===== config.mk =====
export PLATFORM = sky130hd
export DESIGN_NAME = asrc_ctrl
export DESIGN_NICKNAME = d
export VERILOG_FILES = /design/src/include/asrc_pkg.sv /design/src/verilog/asrc_ctrl.sv
export SDC_FILE = /design/constraint.sdc
export NUM_CORES = 1
export LEC_CHECK = 0
export BUFFER_PORTS_ARGS = -buffer_cell sky130_fd_sc_hd__buf_2
export CORE_ASPECT_RATIO = 0.6
export CORE_UTILIZATION = 45
export CTS_CLUSTER_DIAMETER = 150
export CTS_CLUSTER_SIZE = 40
export DETAILED_ROUTE_END_ITERATION = 7
export GPL_TIMING_DRIVEN = 0
export HOLD_SLACK_MARGIN = 0.02
export PLACE_DENSITY = 0.76
export SYNTH_ARGS = -nofsm -noshare
export SYNTH_HDL_FRONTEND = slang
export SYNTH_SLANG_ARGS = --single-unit

===== constraint.sdc =====
create_clock -name i_mclk -period 1.6 [get_ports i_mclk]
set_input_delay 0.08 -clock i_mclk [delete_from_list [all_inputs] [get_ports i_mclk]]
set_output_delay 0.08 -clock i_mclk [all_outputs]
set_load 0.02 [all_outputs]

===== src/include/asrc_pkg.sv =====
// constants shared by the static memory controller
// assumes a 50 MHz system clock driving all controller state
package asrc_pkg;
    localparam int ADDR_W = 15;              // word address bits used
    localparam int PIN_ADDR_W = 16;          // address pins on the memory
    localparam int DATA_W = 16;              // data lines
    localparam int DEPTH = 32768;            // words in the memory
    localparam int CLK_PERIOD_NS = 20;
    // strobe widths in ns, rounded up to whole cycles
    localparam int PULSE_NS = 20;
    localparam int PULSE_CYC = (PULSE_NS + CLK_PERIOD_NS - 1) / CLK_PERIOD_NS;
    localparam int CNT_W = 4;
    localparam logic [CNT_W-1:0] PULSE_CNT = CNT_W'(PULSE_CYC);
    localparam logic [15:0] DATA_RST = 16'h0000;
    localparam logic [1:0] LANES_OFF = 2'h3;
    typedef enum logic [2:0] {
        ASRC_IDLE  = 3'h0,
        ASRC_RSET  = 3'h1,
        ASRC_RD    = 3'h2,
        ASRC_WSET  = 3'h3,
        ASRC_WR    = 3'h4,
        ASRC_WEND  = 3'h5
    } asrc_state_t;
endpackage


===== src/verilog/asrc_ctrl.sv =====
// controller that drives an asynchronous 32k x 16 static memory over its pins
// assumes memory pins are wired directly; read data is sampled synchronously
// Summary of operation
// RULE1: the memory holds 32768 sixteen-bit words split in two independent byte lanes.
// RULE2: a write with the low lane select low stores the low data lane.
// RULE3: a write with the high lane select low stores the high data lane, others unchanged.
// RULE4: a read holds select and output drive low with the write strobe high.
// RULE5: during a read only lanes whose select is low are driven by the memory.
// RULE6: the memory floats its data when deselected, outputs off, lanes off or writing.
// RULE7: with select high the memory powers down and ignores the other controls.
// RULE8: a write runs while select, write strobe and a lane select are low, ending on any rise.
// RULE9: write data is held stable across the edge that ends the write.
// RULE10: select and write strobe rising together leaves the data lines floating.
// RULE11: the address is valid no later than the falling edge of select.
// RULE12: only address bits zero to fourteen are decoded; the top line is driven low.
`timescale 1ns/1ns
module asrc_ctrl #(
    parameter int PULSE = asrc_pkg::PULSE_CYC
) (
    input wire logic i_mclk,                          // system clock
    input wire logic i_nrst,                          // sync reset, active low
    input wire logic i_ce,                            // clock enable
    input wire logic i_req,                           // start an access
    input wire logic i_we,                            // 1 write, 0 read
    input wire logic [asrc_pkg::ADDR_W-1:0] i_addr,   // word address
    input wire logic [1:0] i_lane_n,                  // lane selects, bit1 high
    input wire logic [asrc_pkg::DATA_W-1:0] i_wdata,  // write data
    output logic o_busy,                              // access in progress
    output logic o_done,                              // access finished pulse
    output logic [asrc_pkg::DATA_W-1:0] o_rdata,      // read data
    output logic [asrc_pkg::PIN_ADDR_W-1:0] o_word_address_lines, // memory address
    output logic o_chip_select_n,                     // memory select
    output logic o_write_strobe_n,                    // memory write strobe
    output logic o_output_drive_n,                    // memory output drive
    output logic o_low_lane_select_n,                 // low lane select
    output logic o_high_lane_select_n,                // high lane select
    input wire logic [asrc_pkg::DATA_W-1:0] i_data_lines,  // data pins in
    output logic [asrc_pkg::DATA_W-1:0] o_data_lines,      // data pins out
    output logic o_data_lines_oe_n                    // low while driving
);
    import asrc_pkg::*;

    typedef struct packed {
        asrc_state_t st;
        logic [CNT_W-1:0] cnt;
        logic busy;
        logic done;
        logic [DATA_W-1:0] rdata;
        logic [PIN_ADDR_W-1:0] addr;
        logic cs_n;
        logic we_n;
        logic oe_n;
        logic [1:0] lane_n;
        logic [DATA_W-1:0] dout;
        logic dq_oe_n;
    } asrc_regs_t;

    localparam logic [CNT_W-1:0] PCNT = CNT_W'(PULSE);

    asrc_regs_t state_r;
    asrc_regs_t state_nxt;

    // nothing to do when no lane is chosen; the memory would stay idle
    function automatic logic any_lane(input logic [1:0] l);
        any_lane = (l != LANES_OFF);
    endfunction

    // next-state logic for the access sequencer
    always_comb begin
        state_nxt = state_r;
        state_nxt.done = 1'b0;
        case (state_r.st)
            ASRC_IDLE: begin
                if (i_req && any_lane(i_lane_n)) begin
                    // address set before select falls [RULE11] [RULE12]
                    state_nxt.addr = {1'b0, i_addr}; // 15 bits reach every word [RULE1]
                    state_nxt.lane_n = i_lane_n;
                    state_nxt.busy = 1'b1;
                    state_nxt.cnt = PCNT;
                    if (i_we) begin
                        state_nxt.dout = i_wdata;
                        state_nxt.st = ASRC_WSET;
                    end else begin
                        state_nxt.st = ASRC_RSET;
                    end
                end
            end
            ASRC_RSET: begin
                // read: strobe high, select and output drive low [RULE4]
                state_nxt.we_n = 1'b1;
                state_nxt.cs_n = 1'b0;
                state_nxt.oe_n = 1'b0;
                state_nxt.st = ASRC_RD;
            end
            ASRC_RD: begin
                // strobes held for PULSE cycles so the access time is met
                if (state_r.cnt > 4'h1) begin
                    state_nxt.cnt = state_r.cnt - 4'h1;
                end else begin
                    // only selected lanes are valid, others zeroed [RULE5]
                    state_nxt.rdata[7:0] = state_r.lane_n[0] ? 8'h00 : i_data_lines[7:0];
                    state_nxt.rdata[15:8] = state_r.lane_n[1] ? 8'h00 : i_data_lines[15:8];
                    state_nxt.cs_n = 1'b1;
                    state_nxt.oe_n = 1'b1;
                    state_nxt.busy = 1'b0;
                    state_nxt.done = 1'b1;
                    state_nxt.st = ASRC_IDLE;
                end
            end
            ASRC_WSET: begin
                // memory floats during write, so driving is safe [RULE6]
                state_nxt.oe_n = 1'b1;
                state_nxt.dq_oe_n = 1'b0;
                state_nxt.cs_n = 1'b0;
                state_nxt.we_n = 1'b0;  // write begins with lanes low [RULE8] [RULE2] [RULE3]
                state_nxt.st = ASRC_WR;
            end
            ASRC_WR: begin
                if (state_r.cnt > 4'h1) begin
                    state_nxt.cnt = state_r.cnt - 4'h1;
                end else begin
                    // select and strobe rise together, data held one more cycle [RULE10] [RULE9]
                    state_nxt.cs_n = 1'b1;
                    state_nxt.we_n = 1'b1;
                    state_nxt.st = ASRC_WEND;
                end
            end
            ASRC_WEND: begin
                // release data after the ending edge: zero hold is met [RULE9]
                state_nxt.dq_oe_n = 1'b1;
                state_nxt.lane_n = LANES_OFF;
                state_nxt.busy = 1'b0;
                state_nxt.done = 1'b1;
                state_nxt.st = ASRC_IDLE;
            end
            default: begin
                state_nxt.st = ASRC_IDLE;
            end
        endcase
    end

    // state register; deselected memory sits in power-down [RULE7]
    always_ff @(posedge i_mclk) begin
        if (!i_nrst) begin
            state_r <= '{st: ASRC_IDLE, cnt: '0, busy: 1'b0, done: 1'b0,
                         rdata: DATA_RST, addr: 16'h0000, cs_n: 1'b1, we_n: 1'b1,
                         oe_n: 1'b1, lane_n: LANES_OFF, dout: DATA_RST, dq_oe_n: 1'b1};
        end else if (i_ce) begin
            // enable low freezes pins too, so a strobe may stretch but never glitch
            state_r <= state_nxt;
        end
    end

    // outputs straight from the state flops
    assign o_busy = state_r.busy;
    assign o_done = state_r.done;
    assign o_rdata = state_r.rdata;
    assign o_word_address_lines = state_r.addr;
    assign o_chip_select_n = state_r.cs_n;
    assign o_write_strobe_n = state_r.we_n;
    assign o_output_drive_n = state_r.oe_n;
    assign o_low_lane_select_n = state_r.lane_n[0];
    assign o_high_lane_select_n = state_r.lane_n[1];
    assign o_data_lines = state_r.dout;
    assign o_data_lines_oe_n = state_r.dq_oe_n;

    // never drive data while the memory may drive it
    no_contention_a: assert property (@(posedge i_mclk) disable iff (!i_nrst) // [RULE6]
        !(!state_r.dq_oe_n && !state_r.oe_n))
        else $error("data driven while output drive low");

    // strobe and select rise on one edge, data still driven
    wr_strobe_pair_a: assert property (@(posedge i_mclk) disable iff (!i_nrst) // [RULE10]
        $rose(state_r.we_n) |-> $rose(state_r.cs_n) && !state_r.dq_oe_n)
        else $error("write end not on select and strobe with data held");

    // address may not move while the memory is selected
    addr_stable_a: assert property (@(posedge i_mclk) disable iff (!i_nrst) // [RULE11]
        !state_r.cs_n |-> $stable(state_r.addr))
        else $error("address moved while selected");

    // unused top address line stays low
    top_addr_low_a: assert property (@(posedge i_mclk) disable iff (!i_nrst) // [RULE12]
        !state_r.addr[PIN_ADDR_W-1])
        else $error("unused address line driven high");

    // output drive only low inside a proper read
    read_ctrl_a: assert property (@(posedge i_mclk) disable iff (!i_nrst) // [RULE4]
        !state_r.oe_n |-> !state_r.cs_n && state_r.we_n && state_r.dq_oe_n)
        else $error("read controls inconsistent");

    // write strobe needs select and at least one lane
    write_lane_a: assert property (@(posedge i_mclk) disable iff (!i_nrst) // [RULE8]
        !state_r.we_n |-> !state_r.cs_n && state_r.lane_n != LANES_OFF)
        else $error("write strobe without select and lane");

    // data must outlive the strobe by one cycle
    data_hold_a: assert property (@(posedge i_mclk) disable iff (!i_nrst) // [RULE9]
        !state_r.we_n ##1 state_r.we_n |-> !state_r.dq_oe_n && $stable(state_r.dout))
        else $error("write data not held past end");

    // done is a single-cycle pulse unless frozen
    done_one_a: assert property (@(posedge i_mclk) disable iff (!i_nrst) // [RULE5]
        state_r.done |=> !state_r.done || !i_ce)
        else $error("done pulse longer than one cycle");

    // unselected lanes read back as zero
    rd_lane_zero_a: assert property (@(posedge i_mclk) disable iff (!i_nrst) // [RULE5]
        $rose(state_r.oe_n) |-> (!state_r.lane_n[0] || state_r.rdata[7:0] == 8'h00)
            && (!state_r.lane_n[1] || state_r.rdata[15:8] == 8'h00))
        else $error("unselected read lane not zero");

    // idle means deselected: memory in standby, data pins released
    standby_idle_a: assert property (@(posedge i_mclk) disable iff (!i_nrst) // [RULE7]
        state_r.st == ASRC_IDLE |-> state_r.cs_n && state_r.we_n && state_r.oe_n
            && state_r.dq_oe_n)
        else $error("idle with memory selected or data driven");

    // data is driven on the same edge as the strobe falls
    wr_data_setup_a: assert property (@(posedge i_mclk) disable iff (!i_nrst) // [RULE9]
        $fell(state_r.we_n) |-> !state_r.dq_oe_n && state_r.oe_n)
        else $error("write started without data driven");

    // lane selects frozen for the whole selected period
    lane_stable_a: assert property (@(posedge i_mclk) disable iff (!i_nrst) // [RULE3]
        !state_r.cs_n |-> $stable(state_r.lane_n))
        else $error("lane selects moved while selected");
endmodule


# Yosys cells after proc, flatten, opt, wreduce, memory -nomap -nowiden
# Cells that the tools add are included.
# word_totals
register_bits	62
input_bits	54
output_inout_bits	56
word_cells	68
# op_classes
add_sub_neg	1
order_cmp	1
eq_ne	10
mux	21
n_bitwise	1
reduce_logical	22
# op_table
operator	n
18-bit 2-to-1 mux	2
8-bit 2-to-1 mux	3
4-bit AND reduction	5
16-bit 2-to-1 mux	1
3-bit one-hot mux with 5 select lines	1
3-bit AND reduction	5
1-bit one-hot mux with 3 select lines	4
3-bit nonzero test	4
2-bit inequality test, second input constant	4
4-bit one-hot mux with 2 select lines	1
3-bit by 2-bit == test with 1-bit output, second input constant	2
3-bit == test, second input constant	2
3-bit 2-to-1 mux	2
2-bit nonzero test	3
4-bit by 1-bit > comparator with 1-bit output, second input constant	1
2-bit 2-to-1 mux	2
4-bit 2-to-1 mux	1
1-bit one-hot mux with 2 select lines	2
2-bit one-hot mux with 2 select lines	1
2-bit OR reduction	2
4-bit by 1-bit subtractor with 4-bit output, second input constant	1
3-bit by 1-bit == test with 1-bit output, second input constant	1
3-bit zero test	1
2-bit by 1-bit inequality test with 1-bit output, second input constant	1
4 further kinds	4

# Depth between registers and ports, before layout
# Gate-level depths: netlist of the first run.
# logic_depth
word_depth	4
mapped_depth	8
depth_no_buf	6

# Worst setup path before layout of the first run
# OpenSTA, ideal clock, no wires.
# synth_path
path_kind	register to register
start	register state_r[58] (netlist name)
end	register state_r, in the netlist o_rdata[10]
setup_time_ps	116
t_arrival_ps	1552
required_time_ps	1484
slack_ps	-68
path_stages_with_launch	8
path_buffers	3
synth_period_minus_slack_ps	1668
path_cell_list	dfxtp_1 -> or2_1 -> buf_6 -> or4_1 -> buf_6 -> buf_8 -> nand2_1 -> a21boi_1
# synth_between
elab_chain_cells	3
# synth_lines
element	line	rtl
start, declared	asrc_ctrl.sv:60	asrc_regs_t state_r;
start signal, assigned	asrc_ctrl.sv:145	state_r <= '{st: ASRC_IDLE, cnt: '0, busy: 1'b0, done: 1'b0,
start signal, assigned	asrc_ctrl.sv:150	state_r <= state_nxt;
4-bit by 1-bit > comparator with 1-bit output	asrc_ctrl.sv:97	if (state_r.cnt > 4'h1) begin
1-bit inverter (no source line)	n/a	
3-bit AND reduction (no source line)	n/a	
# No other way between the ends.
# A chain may end at the register's enable or synchronous reset.

# Worst setup path in the final report of the first run
# layout_path
start	register state_r[58] (netlist name)
end	register state_r, in the netlist o_rdata[2]
# Same word-level chain as after synthesis.

==> metrics.md, run 1 <==
| Metric | Value |
|---|---|
| Worst Setup Start Kind | flop |
| Die Width | 108.9 um |
| Synth Cell Area | 3084 um^2 |
| Met3 capacity usage during global routing | 6.897% |
| Num rows | 22 |
| Reg-to-reg endpoint | o_rdata[2]$_SDFFE_PN0P_ |
| Met2 Track Usage GR | 31.68% |
| Maximum clock path buffer count | 2 |
| Vias per inst | 4.746 |
| Yosys warning count | 0 |
| CTS tree | built |
| Residual DRC | 0 |
| Global-route track usage on met1 | 24.97% |
| Share of cells above drive strength 1 | 46.82% |
| MaxCap Viol Count | 0 |
| Leakage Power | 2.177 nW |
| TritonRoute pass-1 iters | 4 |
| Crit end category | flop |
| Hold Crit Start | i_wdata[5] |
| Worst Hold Depth | 3 |
| Switching share of power | 22.99% |
| Reg2reg path depth | 6 |
| Most used DFF post-synth | dfxtp_1 |
| Global-route wire length before repair | 10.92 mm |
| CP arrival | 1870 ps |
| Clk root buf | clkbuf_16 |
| Initial antenna violation count | 0 |
| Synthesized flop and latch total | 62 |
| TNS Setup | -879.4 ps |
| Pin count of the biggest net entering global routing | 12 |
| Die span in y | 66.13 um |
| Crit Reg-Reg Startpoint | state_r[58]$_SDFFE_PN0P_ |
| Ant diodes | 0 |
| Clock power frac | 46.1% |
| Placeable Area | 6359 um^2 |
| CP Max Fanout | 6 |
| Kind of critical path | flop to flop |
| Max Transition Viols Final | 0 |
| Share of the synthesized area in the top cell type | 40.24% |
| Routability congestion estimate | 0.8650 |
| EDFF count, synth | 0 |
| Status | finished with violations |
| Final setup fails | 17 |
| Number of buffers added on ports | 107 |
| Final number of hold-violating endpoints | 0 |
| Worst slack, placed | -341.8 ps |
| Period Utilization, post-route | 104.0% |
| Final worst slack | -64.44 ps |
| Top-count cell post-synth | dfxtp_1 |
| DR iter-0 viols | 115 |
| Area leader, netlist | dfxtp_1 |
| Fmax | 600.8 MHz |
| Inst Count DP | 520 |
| Pwr Total | 4.137 mW |
| Worst VDD drop | 0.0005270 V |
| Part of the power in combinational logic | 14.1% |
| Mapped Nets | 385 |
| HPWL after detailed placement | 4.724 mm |
| Clk_skew | 6.335 ps |
| Initial Util | 48.50% |
| Synth cell count leaders | dfxtp_1 (62), buf_4 (49), nor2b_1 (35) |
| Cells after Synth | 329 |
| Final Cell Area | 4388 um^2 |
| Flop pwr share | 39.8% |
| Pwr Density | 942.8 nW/um^2 |
| Clock Latency Late Sink | 320 ps |
| Post-route antenna net violation count | 0 |
| Vias post-DR | 2,639 |
| Num CTS Buffers | 9 |
| Post-synth ARST share | 0% |
| Fin cells | 556 |
| Sequential share of the synthesized area | 40.24% |
| Clock transition at path regs | 50 ps |
| Die ar. | 7200 um^2 |
| Syn Area/Cell | 9.374 um^2 |
| Sink Count | 62 |
| Power Internal | 3.186 mW |
| Worst endpoint required time | 1810 ps |
| Fin crit period | 1664 ps |
| Psw | 0.9513 mW |
| Routed len/inst | 12.08 um |
| GR Overflow Total | 0 |
| Synth top area cells | dfxtp_1 (40%), buf_4 (12%), mux2i_1 (11%), nor2b_1 (7.1%), nand3b_1 (5.1%) |
| Num ports | 110 |
| Synth unique cells | 41 |
| Fin Hold WS | 23.01 ps |
| Hold endpoint | o_data_lines[5]$_SDFFE_PN0P_ |
| Area growth syn-to-layout | 42.27% |
| Failing checks | setup timing |
| R2R Setup Slk | -60 ps |
| Max H-tree Level | 3 |
| Min-delay worst type | primary input to flop |
| RSZ-0062 raised after global routing | yes |
| Tot GR Track Use | 19.86% |
| Top Usage Layer GRT | met2 |
| Post-layout util | 69.01% |
| Dpl cell area | 3747 um^2 |
| Vias in the first global route | 2,381 |
| Final nets | 523 |
| WL final | 6.714 mm |
## state kept, by name, indices dropped and copies added, names as in the netlist
signal                flops
o_low_lane_select_n       1
o_done                    1
o_busy                    1
o_chip_select_n           1
state_r                   7
o_rdata                  16
o_word_address_lines     15
o_write_strobe_n          1
o_output_drive_n          1
o_data_lines             16
o_data_lines_oe_n         1
o_high_lane_select_n      1
## metal layers
layer / wire length, um / up-vias / share of wire [%]
met1: 3229 / 1196 / 48
met2: 2931 / 85 / 44
met4: 80 / 0 / 1.2
met3: 472 / 7 / 7.0
li1: - / 1351 / -
met5: 0 / - / 0
## power by group through the flow
| stage | Sequential [mW] | Combinational [mW] | Clock (mW) |
|---|---|---|---|
| 6_report | 1.65 | 0.583 | 1.91 |
| 5_1_grt | 1.65 | 0.636 | 2.04 |
| 4_1_cts | 1.64 | 0.565 | 1.95 |
| 3_5_place_dp | 1.67 | 0.516 | 0 |
| 3_3_place_gp | 1.67 | 0.508 | 0 |
| 2_1_floorplan | 1.67 | 0.346 | 0 |
## area by class of cell
class / instances / area (um^2)
timing repair buffer: 129 / 763.2
clock inverter: 4 / 45.04
sequential: 62 / 1246
inverter: 4 / 15.01
buffer: 65 / 461.7
multi-input combinational: 196 / 1495
fill: 526 / 1971
tap: 84 / 105.1
clock buffer: 12 / 256.5
## cell families (layout without fill, tap and decap cells)
family,Yosys count,count (layout),share of synthesized area [%]
AOI/OAI and AO/OA,53,53,11.44
xor gates and xnor gates,1,1,0.2840
adders and majority gates,2,2,0.8112
buffers and inverters,71,214,15.66
DFF,62,62,40.24
muxes,33,33,10.71
other,1,1,0.1216
and+or+nand+nor,106,106,20.73
## cells in the final DEF, fill, tap and decap left out, types with 2 or more instances in the layout
cell type	Yosys	final
buf_4	49	54
nand2_1	22	8
nor2b_1	35	34
buf_6	2	4
a21boi_0	9	3
nand2_2	1	13
inv_2	0	2
nand3_1	3	3
ha_4	0	2
nand2b_1	7	6
or3_1	2	2
a21boi_1	10	11
a21o_1	2	2
a21oi_1	10	10
dfxtp_1	62	60
buf_2	5	109
clkbuf_8	0	2
a21boi_2	1	6
clkbuf_16	0	9
o21ai_0	11	10
nor2_1	6	5
inv_1	4	2
mux2i_1	33	33
clkbuf_1	10	10
nand2_4	0	2
a31oi_1	3	3
clkinv_2	0	3
nand3b_1	21	21
dlygate4sd3_1	0	14
## worst max-delay path by stage
stage                                        start                            end  slack, ps  depth (start not counted)
after CTS                 state_r[56]$_SDFFE_PN0P_        o_rdata[5]$_SDFFE_PN0P_        -20                          7
after floorplan           state_r[62]$_SDFFE_PN0P_  o_data_lines[10]$_SDFFE_PN0P_        0.3                          6
after detailed placement  state_r[62]$_SDFFE_PN0P_   o_data_lines[8]$_SDFFE_PN0P_       -340                          6
after global placement    state_r[62]$_SDFFE_PN0P_   o_data_lines[8]$_SDFFE_PN0P_       -260                          6
after global routing      state_r[58]$_SDFFE_PN0P_        o_rdata[8]$_SDFFE_PN0P_       -120                          6
final                     state_r[58]$_SDFFE_PN0P_        o_rdata[2]$_SDFFE_PN0P_        -60                          6
## timing repair
| action | 4_1_cts | 5_1_grt |
|---|---|---|
| setup buffers | 4 | 3 |
| endpoints found under the hold margin | 14 | 0 |
| resized for setup | 16 | 32 |
| endpoints found under the setup margin | 40 | 38 |
| hold buffers | 14 | 0 |
| pin swaps | 2 | 23 |
| cloned | 1 | 0 |
## critical path, cell delays in order (launching register included)
cell      delay [ps]
dfxtp_2          320
or2_1            230
buf_6            140
or4_4            580
buf_6            170
nand2_2           60
a21boi_2          50
Note: power is estimated with default switching activity, not from simulation.
==> run 2: changes to the inputs <==
Settings changed: PLACE_DENSITY 0.76 to 0.8.
==> metrics.md, run 2 (synthesis gave the netlist of run 1 again) <==
| Metric | Value |
|---|---|
| Area growth syn-to-layout | 39.63% |
| GR Overflow Total | 0 |
| Tot GR Track Use | 19.72% |
| Flop pwr share | 40.2% |
| Num CTS Buffers | 9 |
| Pin count of the biggest net entering global routing | 12 |
| Post-route antenna net violation count | 0 |
| WL final | 7.085 mm |
| Pwr Density | 949.8 nW/um^2 |
| Pwr Total | 4.091 mW |
| RSZ-0062 raised after global routing | yes |
| Part of the power in combinational logic | 14.2% |
| Clock Latency Late Sink | 320 ps |
| Num ports | 110 |
| Residual DRC | 0 |
| Vias in the first global route | 2,343 |
| Fin crit period | 1617 ps |
| Number of buffers added on ports | 107 |
| Commonest non-fill, non-tap cells in the layout | buf_2 (111), dfxtp_1 (58), buf_4 (54) |
| HPWL after detailed placement | 5.063 mm |
| Sink Count | 62 |
| Vias per inst | 4.854 |
| CTS tree | built |
| Num rows | 22 |
| Kind of critical path | flop to flop |
| Slowest-stage cell, CP | or4_4 |
| Max Transition Viols Final | 0 |
| MaxCap Viol Count | 0 |
| TritonRoute pass-1 iters | 5 |
| Crit end category | flop |
| Vias post-DR | 2,689 |
| Power Internal | 3.089 mW |
| Switching share of power | 24.50% |
| Commonest non-fill, non-tap cell in the layout | buf_2 |
| Final setup fails | 4 |
| Min-delay worst type | primary input to flop |
| Routed len/inst | 12.79 um |
| TNS Setup | -49.66 ps |
| Initial antenna violation count | 0 |
| Failing checks | setup timing |
| Worst Setup Start Kind | flop |
| Fmax | 618.5 MHz |
| Final worst slack | -16.78 ps |
| Final Cell Area | 4307 um^2 |
| Final number of hold-violating endpoints | 0 |
| Status | finished with violations |
| Placeable Area | 6359 um^2 |
| Crit-path cells | inv_2 > ha_4 > nor2_4 > or4_4 > clkbuf_16 > nand2_2 > a21boi_1 |
| DR iter-0 viols | 141 |
| Clk root buf | clkbuf_16 |
| Share of cells above drive strength 1 | 45.32% |
| Period Utilization, post-route | 101.0% |
| Routability congestion estimate | 0.8853 |
| Ant diodes | 0 |
| CP Max Fanout | 7 |
| CP peak stage delay | 570 ps |
| Psw | 1.002 mW |
| FILL cells | 515 |
| Worst VDD drop | 0.0006600 V |
| Maximum clock path buffer count | 2 |
| Die ar. | 7200 um^2 |
| Die span in y | 66.13 um |
| CP arrival | 1830 ps |
| Final nets | 521 |
| Clk_skew | 4.471 ps |
| Initial Util | 48.50% |
| Dpl cell area | 3747 um^2 |
| Leakage Power | 2.140 nW |
| Die Width | 108.9 um |
| Max H-tree Level | 3 |
| Clock transition at path regs | 50 ps |
| Clock power frac | 45.6% |
| Worst endpoint required time | 1810 ps |
| Global-route wire length before repair | 10.85 mm |
[run 2: changes by cell type in the layout (fill, tap and decap cells not counted), sizes merged]
| cell | change |
|---|---|
| clkinv | +1 |
| clkbuf | -3 |
| or4 | +1 |
| buf | -1 |
| clkinvlp | +2 |
| dlygate4sd3 | -2 |
[run 2: timing repair]
action | in CTS | in global routing
setup endpoints to repair | 44 | 28
setup buffers | 1 | 5
hold endpoints to repair | 12 | 0
cloned | 0 | 2
pin swaps | 2 | 2
resized for setup | 12 | 14
hold buffers | 12 | 0
[run 2: final timing paths]
kind                            start                                   end  slack, ps  cells after the start
max          state_r[57]$_SDFFE_PN0P_              o_rdata[13]$_SDFFE_PN0P_        -20                      7
min reg2reg  o_rdata[11]$_SDFFE_PN0P_              o_rdata[11]$_SDFFE_PN0P_        450                      2
min                         i_addr[3]  o_word_address_lines[3]$_SDFFE_PN0P_         20                      3
max reg2reg  state_r[57]$_SDFFE_PN0P_              o_rdata[13]$_SDFFE_PN0P_        -20                      7
[run 2: layer usage]
layer  vias to the layer above  global-route usage [%]  share of wire, %
met5                         -                       0                 0
met4                         0                   6.757               1.1
met3                         9                   6.207               6.6
met2                        85                   32.00                46
met1                      1249                   24.68                46
li1                       1346                       -                 -
[run 2: per-stage QoR]
step	instances	worst slack [ps]	util [%]	hold slack, ps
after floorplan	329	0.2927	-	243.8
after CTS	547	-46.75	66.00	20.25
final	554	-16.78	67.73	24.32
after global placement	520	-240.9	58.93	333.4
after global routing	554	-62.91	67.73	21.47
after detailed placement	520	-274.3	58.93	340.5
[run 2: power groups by stage]
| stage | clock, mW | combinational, mW | sequential, mW |
|---|---|---|---|
| final | 1.86 | 0.580 | 1.65 |
| after global routing | 1.99 | 0.630 | 1.65 |
| after CTS | 1.89 | 0.551 | 1.64 |
| after detailed placement | 0 | 0.519 | 1.67 |
| after global placement | 0 | 0.507 | 1.67 |
| after floorplan | 0 | 0.346 | 1.67 |
[run 2: layout make-up]
class                   instances  area (um^2)  area share, %
multi-input cells             197         1466          34.05
plain buffers                  65        455.4          10.58
well taps                      84        105.1          2.440
flip-flops and latches         62         1249          28.99
clock buffers                   9        225.2          5.230
inverters                       4        15.01         0.3486
clock inverters                 7        65.06          1.511
repair buffers                126        725.7          16.85
[run 2: critical path, delay by kind of cell, from the launching register on]
family | cells | cell delay (ps)
buffers and inverters | 2 | 280
AND/OR/NAND/NOR | 3 | 700
adder cells (fa/ha/maj) | 1 | 150
flip-flops | 1 | 320
AO/OA/AOI/OAI | 1 | 50
==> run 3: changes to the inputs <==
Settings changed: ABC_AREA set to 1, CORE_UTILIZATION 45 to 44, PLACE_DENSITY 0.8 to 0.79.
==> metrics.md, run 3 <==
| Metric | Value |
|---|---|
| Clock Latency Late Sink | 340 ps |
| Fin Hold WS | 57.42 ps |
| Die span in y | 65.40 um |
| Pin count of the biggest net entering global routing | 13 |
| Hold Crit Start | i_wdata[1] |
| Placeable Area | 6276 um^2 |
| Max Transition Viols Final | 0 |
| Final number of hold-violating endpoints | 0 |
| Synth top area cells | dfxtp_1 (42%), buf_4 (12%), nor2_1 (9.4%), nand2_1 (7.3%), o21ai_0 (6.3%) |
| Kind of critical path | flop to flop |
| WL final | 8.363 mm |
| CP Max Fanout | 7 |
| Commonest non-fill, non-tap cells in the layout | buf_2 (108), nor2_1 (74), dfxtp_1 (61) |
| Met3 capacity usage during global routing | 7.242% |
| Maximum clock path buffer count | 2 |
| DR iter-0 viols | 190 |
| Synth Cell Area | 2948 um^2 |
| Fin cells | 649 |
| Post-route antenna net violation count | 0 |
| Leakage Power | 2.155 nW |
| CP arrival | 1780 ps |
| Worst Setup SP | state_r[61]$_SDFFE_PN0P_ |
| Cells after Synth | 390 |
| Area leader, netlist | dfxtp_1 |
| Final setup fails | 0 |
| Num ports | 110 |
| Worst endpoint required time | 1810 ps |
| GR Overflow Total | 0 |
| Ant diodes | 0 |
| Synthesized flop and latch total | 62 |
| Pwr Density | 1471 nW/um^2 |
| Crit end category | flop |
| Min-delay worst type | primary input to flop |
| Post-synth ARST share | 0% |
| Area growth syn-to-layout | 48.73% |
| Max H-tree Level | 3 |
| Worst-margin pin slew | 576.6 ps |
| Die ar. | 7042 um^2 |
| Vias post-DR | 3,109 |
| Routed len/inst | 12.89 um |
| Top Usage Layer GRT | met2 |
| Commonest non-fill, non-tap cell in the layout | buf_2 |
| Num rows | 22 |
| Yosys warning count | 0 |
| Vias per inst | 4.790 |
| Met2 Track Usage GR | 42.55% |
| Residual DRC | 0 |
| Routability congestion estimate | 0.8327 |
| Clk root buf | clkbuf_8 |
| Fin crit period | 1570 ps |
| Tot GR Track Use | 24.59% |
| Synth unique cells | 32 |
| Clk_skew | 8.844 ps |
| Max-Slew Margin vs Limit | 61.56% |
| Period Utilization, post-route | 98.13% |
| Die Width | 107.7 um |
| Clock transition at path regs | 70 ps |
| Num CTS Buffers | 9 |
| Worst VDD drop | 0.0009917 V |
| Initial antenna violation count | 0 |
| Top-count cell post-synth | nor2_1 |
| Mapped Nets | 446 |
| Sequential share of the synthesized area | 42.11% |
| HPWL after detailed placement | 5.218 mm |
| Global-route track usage on met1 | 28.09% |
| Share of cells above drive strength 1 | 36.99% |
| Worst Setup Start Kind | flop |
| Global-route wire length before repair | 13.14 mm |
| Crit Reg-Reg Startpoint | state_r[61]$_SDFFE_PN0P_ |
| Share of the synthesized area in the top cell type | 42.11% |
| Sink Count | 62 |
| Synth cell count leaders | nor2_1 (74), dfxtp_1 (62), nand2_1 (57) |
| TNS Setup | 0 ps |
| Initial Util | 46.97% |
| Fmax | 636.9 MHz |
| Inst Count DP | 581 |
| Final nets | 616 |
| CTS tree | built |
| Most used DFF post-synth | dfxtp_1 |
| Vias in the first global route | 2,921 |
| Syn Area/Cell | 7.559 um^2 |
| TritonRoute pass-1 iters | 5 |
| Status | completed |
| EDFF count, synth | 0 |
| Number of buffers added on ports | 107 |
| MaxCap Viol Count | 0 |
==> run 3: area by class of cell <==
type / count / area [um^2]
Sequential cell: 62 / 1242
Tap cell: 84 / 105.1
Timing Repair Buffer: 159 / 1041
Clock buffer: 10 / 137.6
Inverter: 18 / 76.32
Clock inverter: 6 / 93.84
Multi-Input combinational cell: 246 / 1216
Fill cell: 495 / 1892
Buffer: 64 / 471.7
==> run 3: final timing paths <==
kind / to / cells past startpoint / slack [ps]
worst max-delay path: state_r[57]$_SDFFE_PN0P_ / 8 / 30
worst min-delay path: o_data_lines[1]$_SDFFE_PN0P_ / 3 / 60
worst max register to register: state_r[57]$_SDFFE_PN0P_ / 8 / 30
worst min register to register: o_write_strobe_n$_SDFFE_PN1P_ / 2 / 460
==> run 3: cells by family after synthesis <==
logic type / share of synthesized area (%)
buffers and inverters: 18.34
and+or+nand+nor: 26.27
AOI/OAI and AO/OA: 11.71
adders and majority gates: 0.8488
DFF: 42.11
other: 0.1272
xor gates and xnor gates: 0.5943
==> run 3: through the flow <==
| step | total power [mW] | util (%) | setup WS [ps] | area (um^2) |
|---|---|---|---|---|
| final | 6.450 | 69.86 | 29.98 | 4384 |
| after global routing | 6.870 | 69.86 | -29.34 | 4384 |
| after CTS | 6.266 | 68.98 | 22.00 | 4329 |
| after detailed placement | 4.473 | 57.18 | -240.8 | 3588 |
| after global placement | 4.409 | 57.18 | -163.4 | 3588 |
| after floorplan | 3.873 | - | 73.16 | 2948 |
==> run 3: what timing repair did <==
action	CTS	global route
setup endpoints to repair	23	46
hold buffers	46	0
hold endpoints to repair	46	0
buffers inserted	5	1
pin swaps	2	3
gates resized for setup	2	22
==> run 3: power breakdown <==
part / internal [mW] / switching, mW
Combinational: 1.16 / 1.77
Sequential: 1.82 / 0.149
Clock: 0.929 / 0.628
Total: 3.91 / 2.54
==> run 3: critical path: stages, from the launching register on <==
cell	delay, ps
dfxtp_1	310
buf_4	170
inv_1	130
o21ai_0	360
inv_1	160
nand3_2	150
nand2_1	60
nand2_1	70
nor2_1	30
==> run 3: per-layer routing <==
| layer | part of all wire, % | vias to the layer above |
|---|---|---|
| met5 | 0 | - |
| met4 | 2.5 | 0 |
| met3 | 6.1 | 20 |
| met2 | 47 | 126 |
| met1 | 44 | 1403 |
| li1 | - | 1560 |
